### config.mk
export PLATFORM = sky130hd
export DESIGN_NAME = nbpm_top
export DESIGN_NICKNAME = d
export VERILOG_FILES = /design/src/nbpm_pkg.sv /design/src/nbpm_pin_sync.sv /design/src/nbpm_top.sv
export VERILOG_INCLUDE_DIRS = /design/src
export SDC_FILE = /design/constraint.sdc
export NUM_CORES = 1
export LEC_CHECK = 0
export ABC_AREA = 1
export BUFFER_PORTS_ARGS = -buffer_cell sky130_fd_sc_hd__buf_2
export CAP_MARGIN = 40
export CORE_MARGIN = 2
export CORE_UTILIZATION = 37
export DETAILED_ROUTE_END_ITERATION = 8
export GPL_ROUTABILITY_DRIVEN = 0
export PLACE_DENSITY = 0.63
export SLEW_MARGIN = 20
export SYNTH_ARGS = -nofsm -noshare
export SYNTH_HDL_FRONTEND = slang
export SYNTH_HIERARCHICAL = 1
export SYNTH_SLANG_ARGS = --single-unit
export TNS_END_PERCENT = 10
### constraint.sdc
create_clock -name i_clk -period 3.4 [get_ports i_clk]
set_input_delay 0.17 -clock i_clk [delete_from_list [all_inputs] [get_ports i_clk]]
set_output_delay 0.17 -clock i_clk [all_outputs]
set_load 0.02 [all_outputs]
### src/nbpm_params.svh
// address map, field positions and reset values of the nibble port block
`ifndef NBPM_PARAMS_SVH
`define NBPM_PARAMS_SVH

`define NBPM_NIB_W 4
`define NBPM_DM_AW 7
`define NBPM_RF_AW 6

// data memory locations (bank, address)
`define NBPM_BANK0 1'h0
`define NBPM_BANK1 1'h1
`define NBPM_AC_DATA_ADDR 7'h72
`define NBPM_SP_DATA_ADDR 7'h73
`define NBPM_B1_DATA_ADDR 7'h70

// register file locations
`define NBPM_ALT_SEL_ADDR 6'h0b
`define NBPM_ANA_SEL_ADDR 6'h1b
`define NBPM_AC_DIR_ADDR 6'h1c
`define NBPM_CHAN_SEL_ADDR 6'h22
`define NBPM_SP_DIR_ADDR 6'h2b
`define NBPM_GRP_DIR_ADDR 6'h2c

// field positions
`define NBPM_SERIAL_EN_BIT 0
`define NBPM_TIMER_SEL_BIT 3
`define NBPM_B1_GRP_BIT 2
`define NBPM_SCK_BIT 0
`define NBPM_SO_BIT 1
`define NBPM_SI_BIT 2
`define NBPM_TMR_BIT 3

// reset values
`define NBPM_NIB_RST 4'h0
`define NBPM_CHAN_RST 2'h0
`define NBPM_TMR_OUT_RST 1'h1
`define NBPM_ALL_HIGH 4'hf

`endif

### src/nbpm_pkg.sv
// types of the nibble port block
`include "nbpm_params.svh"

package nbpm_pkg;

  typedef logic [`NBPM_NIB_W-1:0] nbpm_nib_type;

  typedef struct packed {
    nbpm_nib_type ac_lat;
    nbpm_nib_type ac_dir;
    nbpm_nib_type ana_sel;
    logic [1:0] chan;
    nbpm_nib_type sp_lat;
    nbpm_nib_type sp_dir;
    nbpm_nib_type alt_sel;
    nbpm_nib_type b1_lat;
    nbpm_nib_type grp_dir;
    logic tmr_out;
    nbpm_nib_type dm_rdata;
    nbpm_nib_type rf_rdata;
    nbpm_nib_type ac_out;
    nbpm_nib_type ac_oe_n;
    nbpm_nib_type sp_oe_n;
    nbpm_nib_type b1_oe_n;
    nbpm_nib_type route;
    logic [1:0] conv_chan;
  } nbpm_state_type;

endpackage

### src/nbpm_pin_sync.sv
// three-stage pin synchroniser that accepts a level once stages two and three agree
module nbpm_pin_sync #(
  parameter int WIDTH = 4
) (
  input wire logic i_clk,
  input wire logic i_arst_n,
  input wire logic [WIDTH-1:0] i_pin,
  output logic [WIDTH-1:0] o_level
);

  logic [WIDTH-1:0] stage1;
  logic [WIDTH-1:0] stage2;
  logic [WIDTH-1:0] stage3;

  // stage1 feeds stage2 only; the agreement check looks at stages two and three
  always_ff @(posedge i_clk or negedge i_arst_n)
  begin
    if (!i_arst_n)
    begin
      stage1 <= '0;
      stage2 <= '0;
      stage3 <= '0;
      o_level <= '0;
    end
    else
    begin
      stage1 <= i_pin;
      stage2 <= stage1;
      stage3 <= stage2;
      for (int i = 0; i < WIDTH; i++)
      begin
        if (stage2[i] == stage3[i])
        begin
          o_level[i] <= stage3[i];
        end
      end
    end
  end

endmodule

### src/nbpm_top.sv
// three nibble ports with analog, serial and timer pin sharing
`include "nbpm_params.svh"

module nbpm_top (
  input wire logic i_clk,
  input wire logic i_arst_n,
  // data memory side
  input wire logic i_dm_bank,
  input wire logic [`NBPM_DM_AW-1:0] i_dm_addr,
  input wire logic i_dm_wr,
  input wire logic i_dm_rd,
  input wire nbpm_pkg::nbpm_nib_type i_dm_wdata,
  output nbpm_pkg::nbpm_nib_type o_dm_rdata,
  // register file side
  input wire logic [`NBPM_RF_AW-1:0] i_rf_addr,
  input wire logic i_rf_wr,
  input wire logic i_rf_rd,
  input wire nbpm_pkg::nbpm_nib_type i_rf_wdata,
  output nbpm_pkg::nbpm_nib_type o_rf_rdata,
  // analog capable port pins
  input wire nbpm_pkg::nbpm_nib_type i_ac_pin,
  output nbpm_pkg::nbpm_nib_type o_ac_pin_out,
  output nbpm_pkg::nbpm_nib_type o_ac_pin_oe_n,
  output nbpm_pkg::nbpm_nib_type o_analog_route,
  output logic [1:0] o_conv_chan,
  // shared function port pins (open drain)
  input wire nbpm_pkg::nbpm_nib_type i_sp_pin,
  output nbpm_pkg::nbpm_nib_type o_sp_pin_out,
  output nbpm_pkg::nbpm_nib_type o_sp_pin_oe_n,
  // bank1 open drain port pins
  input wire nbpm_pkg::nbpm_nib_type i_b1_pin,
  output nbpm_pkg::nbpm_nib_type o_b1_pin_out,
  output nbpm_pkg::nbpm_nib_type o_b1_pin_oe_n,
  // serial shifter and timer, same clock
  input wire logic i_sck_internal,
  input wire logic i_sck_drive,
  input wire logic i_so_drive,
  input wire logic i_so_latch_load,
  input wire logic i_so_latch_val,
  input wire logic i_tmr_reset,
  input wire logic i_tmr_match,
  output logic o_serial_pins_enable,
  output logic o_serial_clk_in,
  output logic o_serial_data_in,
  output logic o_timer_toggle_output
);

  import nbpm_pkg::*;

  // ****************************************
  // state and synchronised pin levels
  // ****************************************
  nbpm_state_type state;
  nbpm_state_type next_state;
  nbpm_nib_type ac_level;
  nbpm_nib_type sp_level;
  nbpm_nib_type b1_level;
  logic serial_pins_enable;
  logic timer_pin_select;
  logic bank1_group_dir;
  logic serial_q;
  logic sck_q;
  logic si_q;

  nbpm_pin_sync #(
    .WIDTH(`NBPM_NIB_W)
  ) u_ac_sync (
    .i_clk(i_clk),
    .i_arst_n(i_arst_n),
    .i_pin(i_ac_pin),
    .o_level(ac_level)
  );

  nbpm_pin_sync #(
    .WIDTH(`NBPM_NIB_W)
  ) u_sp_sync (
    .i_clk(i_clk),
    .i_arst_n(i_arst_n),
    .i_pin(i_sp_pin),
    .o_level(sp_level)
  );

  nbpm_pin_sync #(
    .WIDTH(`NBPM_NIB_W)
  ) u_b1_sync (
    .i_clk(i_clk),
    .i_arst_n(i_arst_n),
    .i_pin(i_b1_pin),
    .o_level(b1_level)
  );

  assign serial_pins_enable = state.alt_sel[`NBPM_SERIAL_EN_BIT];
  assign timer_pin_select = state.alt_sel[`NBPM_TIMER_SEL_BIT];
  assign bank1_group_dir = state.grp_dir[`NBPM_B1_GRP_BIT];

  // ****************************************
  // read-back views of the three ports
  // ****************************************
  function automatic nbpm_nib_type nbpm_mix(input nbpm_nib_type use_lat, input nbpm_nib_type lat,
                                            input nbpm_nib_type pin);
    nbpm_mix = (use_lat & lat) | (~use_lat & pin);
  endfunction

  nbpm_nib_type ac_view;
  nbpm_nib_type sp_view;
  nbpm_nib_type b1_view;
  nbpm_nib_type sp_use_lat;

  always_comb
  begin
    ac_view = nbpm_mix(state.ac_dir | state.ana_sel, state.ac_lat, ac_level);
    sp_use_lat = state.sp_dir;
    if (serial_pins_enable)
    begin
      sp_use_lat[`NBPM_SCK_BIT] = i_sck_internal;
      // data-out reads back as undefined; returning the latch keeps it deterministic
      sp_use_lat[`NBPM_SO_BIT] = 1'b1;
      sp_use_lat[`NBPM_SI_BIT] = 1'b0;
    end
    if (timer_pin_select)
    begin
      sp_use_lat[`NBPM_TMR_BIT] = 1'b1;
    end
    sp_view = nbpm_mix(sp_use_lat, state.sp_lat, sp_level);
    b1_view = bank1_group_dir ? state.b1_lat : b1_level;
  end

  // ****************************************
  // next state
  // ****************************************
  logic dm_b0;
  logic dm_b1;

  assign dm_b0 = (i_dm_bank == `NBPM_BANK0);
  assign dm_b1 = (i_dm_bank == `NBPM_BANK1);

  always_comb
  begin
    next_state = state;

    // register file writes
    if (i_rf_wr)
    begin
      case (i_rf_addr)
        `NBPM_ALT_SEL_ADDR:
        begin
          next_state.alt_sel = i_rf_wdata;
        end
        `NBPM_ANA_SEL_ADDR:
        begin
          next_state.ana_sel = i_rf_wdata;
        end
        `NBPM_AC_DIR_ADDR:
        begin
          next_state.ac_dir = i_rf_wdata;
        end
        `NBPM_CHAN_SEL_ADDR:
        begin
          next_state.chan = i_rf_wdata[1:0];
        end
        `NBPM_SP_DIR_ADDR:
        begin
          next_state.sp_dir = i_rf_wdata;
        end
        `NBPM_GRP_DIR_ADDR:
        begin
          next_state.grp_dir = i_rf_wdata;
        end
        default:
        begin
          next_state.grp_dir = state.grp_dir;
        end
      endcase
    end

    // shifter traffic can leave its bit in the data-out latch
    if (i_so_latch_load && serial_pins_enable)
    begin
      next_state.sp_lat[`NBPM_SO_BIT] = i_so_latch_val;
    end

    // cpu write lands last so it overrides the shifter in the same cycle
    if (i_dm_wr && dm_b0 && i_dm_addr == `NBPM_AC_DATA_ADDR)
    begin
      next_state.ac_lat = i_dm_wdata;
    end
    if (i_dm_wr && dm_b0 && i_dm_addr == `NBPM_SP_DATA_ADDR)
    begin
      next_state.sp_lat = i_dm_wdata;
    end
    if (i_dm_wr && dm_b1 && i_dm_addr == `NBPM_B1_DATA_ADDR)
    begin
      next_state.b1_lat = i_dm_wdata;
    end

    // timer reset beats a simultaneous match
    if (i_tmr_reset)
    begin
      next_state.tmr_out = `NBPM_TMR_OUT_RST;
    end
    else if (i_tmr_match)
    begin
      next_state.tmr_out = ~state.tmr_out;
    end

    // data memory read
    if (i_dm_rd)
    begin
      next_state.dm_rdata = `NBPM_NIB_RST;
      if (dm_b0 && i_dm_addr == `NBPM_AC_DATA_ADDR)
      begin
        next_state.dm_rdata = ac_view;
      end
      if (dm_b0 && i_dm_addr == `NBPM_SP_DATA_ADDR)
      begin
        next_state.dm_rdata = sp_view;
      end
      if (dm_b1 && i_dm_addr == `NBPM_B1_DATA_ADDR)
      begin
        next_state.dm_rdata = b1_view;
      end
    end

    // register file read, unmapped reads as zero
    if (i_rf_rd)
    begin
      case (i_rf_addr)
        `NBPM_ALT_SEL_ADDR:
        begin
          next_state.rf_rdata = state.alt_sel;
        end
        `NBPM_ANA_SEL_ADDR:
        begin
          next_state.rf_rdata = state.ana_sel;
        end
        `NBPM_AC_DIR_ADDR:
        begin
          next_state.rf_rdata = state.ac_dir;
        end
        `NBPM_CHAN_SEL_ADDR:
        begin
          next_state.rf_rdata = {2'h0, state.chan};
        end
        `NBPM_SP_DIR_ADDR:
        begin
          next_state.rf_rdata = state.sp_dir;
        end
        `NBPM_GRP_DIR_ADDR:
        begin
          next_state.rf_rdata = state.grp_dir;
        end
        default:
        begin
          next_state.rf_rdata = `NBPM_NIB_RST;
        end
      endcase
    end

    // pins follow the current configuration one cycle later
    next_state.ac_out = state.ac_lat;
    // an analog pin with direction 1 still drives and corrupts the sample
    next_state.ac_oe_n = ~state.ac_dir;
    next_state.route = state.ana_sel;
    next_state.conv_chan = state.chan;

    // open drain: enable only while pulling low
    next_state.sp_oe_n = ~(state.sp_dir & ~state.sp_lat);
    if (serial_pins_enable)
    begin
      next_state.sp_oe_n[`NBPM_SCK_BIT] = ~(i_sck_internal & ~i_sck_drive);
      next_state.sp_oe_n[`NBPM_SO_BIT] = i_so_drive;
      next_state.sp_oe_n[`NBPM_SI_BIT] = 1'b1;
    end
    if (timer_pin_select)
    begin
      next_state.sp_oe_n[`NBPM_TMR_BIT] = state.tmr_out;
    end

    next_state.b1_oe_n = bank1_group_dir ? state.b1_lat : `NBPM_ALL_HIGH;
  end

  // ****************************************
  // state register
  // ****************************************
  always_ff @(posedge i_clk or negedge i_arst_n)
  begin
    if (!i_arst_n)
    begin
      state <= '0;
      state.ac_oe_n <= `NBPM_ALL_HIGH;
      state.sp_oe_n <= `NBPM_ALL_HIGH;
      state.b1_oe_n <= `NBPM_ALL_HIGH;
      state.chan <= `NBPM_CHAN_RST;
      state.tmr_out <= `NBPM_TMR_OUT_RST;
    end
    else
    begin
      state <= next_state;
    end
  end

  // serial side sees synchronised pin levels through its own flops
  always_ff @(posedge i_clk or negedge i_arst_n)
  begin
    if (!i_arst_n)
    begin
      serial_q <= 1'b0;
      sck_q <= 1'b0;
      si_q <= 1'b0;
    end
    else
    begin
      serial_q <= serial_pins_enable;
      sck_q <= sp_level[`NBPM_SCK_BIT];
      si_q <= sp_level[`NBPM_SI_BIT];
    end
  end

  // ****************************************
  // outputs
  // ****************************************
  assign o_dm_rdata = state.dm_rdata;
  assign o_rf_rdata = state.rf_rdata;
  assign o_ac_pin_out = state.ac_out;
  assign o_ac_pin_oe_n = state.ac_oe_n;
  assign o_analog_route = state.route;
  assign o_conv_chan = state.conv_chan;
  assign o_sp_pin_out = `NBPM_NIB_RST;
  assign o_sp_pin_oe_n = state.sp_oe_n;
  assign o_b1_pin_out = `NBPM_NIB_RST;
  assign o_b1_pin_oe_n = state.b1_oe_n;
  assign o_serial_pins_enable = serial_q;
  assign o_serial_clk_in = sck_q;
  assign o_serial_data_in = si_q;
  assign o_timer_toggle_output = state.tmr_out;

endmodule

# After elaboration in Yosys (flattened, before gate mapping)
# Index checks and enable logic that the tools add are counted.
# totals
register_bits	116
inputBits	47
out_inout_bits	42
word_cells	113
# classes
eq_ne	21
mux	14
bitwise_logic	18
reduce_logical	17
# op_table
op	n
one-hot mux 4 bit (6 select lines)	1
== test 7 bit, second input constant	3
bitwise AND 4 bit	5
2-to-1 mux 4 bit	5
NOT 4 bit	5
== test 6 bit, second input constant	3
== test 1 bit	12
== test 6 x 5 -> 1 bit, second input constant	2
OR 4 bit	3
AND reduction 2 bit	6
logical AND 1 bit	9
== test 6 x 4 -> 1 bit, second input constant	1
2-to-1 mux 3 bit	2
2-to-1 mux 1 bit	5
NOT 1 bit	4
nonzero test 2 bit	2
2-to-1 mux 2 bit	1
bitwise AND 1 bit	1

# Logic depth before layout (Yosys ltp)
# depth
depth_word	7
ltp_mapped	10
ltp_nobuf	9

# By module
# Netlist, hierarchy kept.
# by_module_without_submodules
module	n_inst	cells_per_inst	area_each_um2	seq_area_each_um2
nbpm_top	1	377	3303.2	1717.9
nbpm_pin_sync	3	32	465.4	400.4

# Least setup slack after synthesis
# Ideal clock, no wire load.
# synth_timing
path_kind	flip-flop to flip-flop
start	register state (netlist bit serial_pins_enable)
end	register state (netlist bit o_dm_rdata[0])
setup_time_ns	0.116
arrival_ns	1.013
t_required_ns	3.284
slack_ns	2.271
stages_incl_launch_ff	10
path_buffers	1
period_less_slack_ns	1.129
path_cell_list	dfrtp_1 clkbuf_2 inv_1 nand2_1 nand3_1 nand2_1 nand2_1 nand3_1 nand2_1 nand2_1
# synth_between
elab_chain_cells	6
elab_cells_between_ends	7
cone_classes	3 x mux; 4 x bitwise
# synth_lines
element	line_no	rtl
from (decl)	nbpm_top.sv:53	nbpm_state_type state;
from (signal assigned)	nbpm_top.sv:298	state <= next_state;
2-to-1 mux 3 bit (*)	nbpm_top.sv:113	if (serial_pins_enable)
NOT 4 bit	nbpm_top.sv:101	nbpm_mix = (use_lat & lat) | (~use_lat & pin);
bitwise AND 4 bit	nbpm_top.sv:101	
OR 4 bit (*)	nbpm_top.sv:101	
2-to-1 mux 4 bit (*)	nbpm_top.sv:214	if (dm_b0 && i_dm_addr == `NBPM_SP_DATA_ADDR)
2-to-1 mux 4 bit (*)	nbpm_top.sv:218	if (dm_b1 && i_dm_addr == `NBPM_B1_DATA_ADDR)
# Every way passes the cells marked *; elsewhere a longest branch is shown, timed or not.
# A chain may end at the register's enable or synchronous reset.

# Final worst setup path
# layout_timing
start	register state (netlist bit o_timer_toggle_output)
end	register state (netlist bit o_timer_toggle_output)
# layout_between
elab_chain_cells	3
# layout_lines
element	line_no	rtl
NOT 1 bit	nbpm_top.sv:203	next_state.tmr_out = ~state.tmr_out;
2-to-1 mux 1 bit	nbpm_top.sv:201	else if (i_tmr_match)
2-to-1 mux 1 bit	nbpm_top.sv:197	if (i_tmr_reset)
# No other way between the ends. The select of a mux whose other input is x is not followed.

==> impl_metrics.env <==
export IMPL_die_w_um=117
export IMPL_portBuffers=80
export IMPL_worstSetupStartpointType="flop"
export IMPL_routed_wl_um=9530
export IMPL_fin_util=0.473
export IMPL_vias=3324
export IMPL_finalWorstSetupSlack_ps=1980
export IMPL_skew_ps=6.05
export IMPL_path_clk_slew_ps=50
export IMPL_drt_pre_antenna_iters=5
export IMPL_htreeDepth=4
export IMPL_drtIter0Drc=254
export IMPL_critPathMaxFanout=3
export IMPL_wl_per_cell_um=12.8
export IMPL_die_h_um=117
export IMPL_dpl_cell_area_um2=5060
export IMPL_max_slew_margin=0.659
export IMPL_cts_max_path_buffers=2
export IMPL_worst_slew_pin_slew_ps=510
export IMPL_final_cell_area_um2=5920
export IMPL_final_common_cell="dfrtp_1"
export IMPL_setup_tns_ps=0
export IMPL_ys_ff_latch=116
export IMPL_worst_setup_path_type="flop to flop"
export IMPL_wl_met3_um=441
export IMPL_core_area_um2=12500
export IMPL_vias_per_cell=4.47
export IMPL_synthMuxAreaShare=0.00240
export IMPL_grt_pass1_wl_um=15300
export IMPL_yosys_warnings=6
export IMPL_syn2layout_area_growth_pct=25.9
export IMPL_synthXorXnorAreaFrac=0
export IMPL_antenna_cells=0
export IMPL_rsz0062_at_grt="no"
export IMPL_top_layer="met4"
export IMPL_nNetsFinal=606
export IMPL_synth_compound_area_frac=0.0796
export IMPL_top_register="state"
export IMPL_fmax_mhz=703
export IMPL_antenna_found_initial=0
export IMPL_initial_core_util=0.375
export IMPL_netlist_instances=473
export IMPL_post_route_period_util=0.419
export IMPL_wl_met1_um=4160
export IMPL_ant_nets=0
export IMPL_die_area_um2=13600
export IMPL_most_common_layout_cells="103 x dfrtp_1, 90 x nand2_1, 79 x buf_2, 51 x inv_1, 48 x nor2_1"
export IMPL_grt_pass1_vias=3121
export IMPL_drcViolationCount=0
export IMPL_endpoint_kind="flop"
export IMPL_synthAdderAreaFrac=0
export IMPL_clkSinkCount=116
export IMPL_hold_viol=0
export IMPL_largest_reg_flops=22
export IMPL_numCtsBuffers=17
export IMPL_required_ps=3730
export IMPL_layout_drive_gt1_share=0.260
export IMPL_place_hpwl_um=6850
export IMPL_grt_max_degree=45
export IMPL_place_ws_ps=2080
export IMPL_yosysSeqAreaShare=0.621
export IMPL_cts_setup_buffers=0
export IMPL_clk_latency_ps=400
export IMPL_ir_drop_mv=0.273
export IMPL_outcome="completed"
export IMPL_synth_top_family_by_area="simple AND/OR/NAND/NOR gates"
export IMPL_drv_slew=0
export IMPL_critPathArrivalTime_ps=1750
export IMPL_num_rows=41
export IMPL_grt_total_usage=0.150
export IMPL_cap_violations=0
export IMPL_grt_overflow_total=0
export IMPL_syn_area_per_cell_um2=9.94
export IMPL_wl_met2_um=4730
export IMPL_syn_area_um2=4700
export IMPL_ys_types=28
export IMPL_fin_crit_ps=1420
export IMPL_synthSimpleGateAreaFrac=0.187
export IMPL_worstHoldPathCells=3
export IMPL_io_pins=89
export IMPL_ff2ff_path_depth=4
export IMPL_hold_path_class="input port to flop"
export IMPL_setup_viol=0
export IMPL_p_leak_uw=0.00291
export IMPL_power_density_nw_per_um2=669
export IMPL_cts_tree="built"
export IMPL_clock_root_buffer="clkbuf_16"
power breakdown:
part	leakage (µW)	internal [µW]	switching (µW)	total [µW]
sequential	0.00135	1530	93.3	1620
combinational	0.00124	139	230	369
clock	0.000318	1330	640	1970
total	0.00291	3000	964	3960
worst max-delay path: stages, from the launching register on:
cell and delay, ps:
dfstp_2 560, inv_1 60, a21oi_1 100, o21ai_0 80
dlygate4sd3_1 550
final timing paths:
kind	to	from	slack [ps]
min in group asynchronous	u_sp_sync/stage1[3]	i_arst_n	250
max reg2reg	o_timer_toggle_output	o_timer_toggle_output	1980
max	o_timer_toggle_output	o_timer_toggle_output	1980
min reg2reg	u_ac_sync/stage2[2]	u_ac_sync/stage1[2]	350
max in group asynchronous	o_ac_pin_oe_n[2]	i_arst_n	2460
min	o_sp_pin_oe_n[0]	i_sck_drive	20
logic make-up after synthesis:
logic type / after synthesis
AND/OR/NAND/NOR: 191
AO/OA/AOI/OAI: 69
other: 1
flip-flops: 116
buffers and inverters: 95
multiplexers: 1
through the flow:
step	cells	power (µW)	hold slack, ps
floorplan	480	1880	-126
global placement	692	1980	279
detailed placement	693	2000	112
CTS	744	4000	2.05
global route	744	4140	16.9
finish	744	3960	20.7
synthesized netlist by cell type, drive strengths merged:
master  instances  area (µm²)
o21a            4        30.0
mux2            1        11.3
conb            1        3.75
dfrtp         103        2580
o21bai          2        15.0
dfstp          13         342
buf            41         309
a21oi          21         113
nor2           54         248
nand3          30         165
nand2          92         350
a31oi           2        12.5
nor3            4        40.0
inv            53         199
o22ai           1        6.26
nand4          11        75.1
o21ai          38         190
clkbuf          1        5.00
a21o            1        7.51
layer usage:
metal | vias up | global-route usage
li1 | 1652 | -
met1 | 1567 | 0.189
met2 | 89 | 0.234
met3 | 16 | 0.0426
met4 | 0 | 0.0784
met5 | - | 0
final cells by class:
type / count / area, µm²
Fill cell: 1158 / 6600
Multi-Input combinational cell: 269 / 1290
Clock inverter: 14 / 223
Clock buffer: 18 / 439
Sequential cell: 116 / 2920
Inverter: 53 / 199
Tap cell: 172 / 215
Timing Repair Buffer: 102 / 628
repair_timing:
item	in CTS	in global routing
endpoints found under the hold margin	43	0
resized for setup	0	0
hold buffers	19	0
Note: power is estimated with default switching activity, not from simulation.
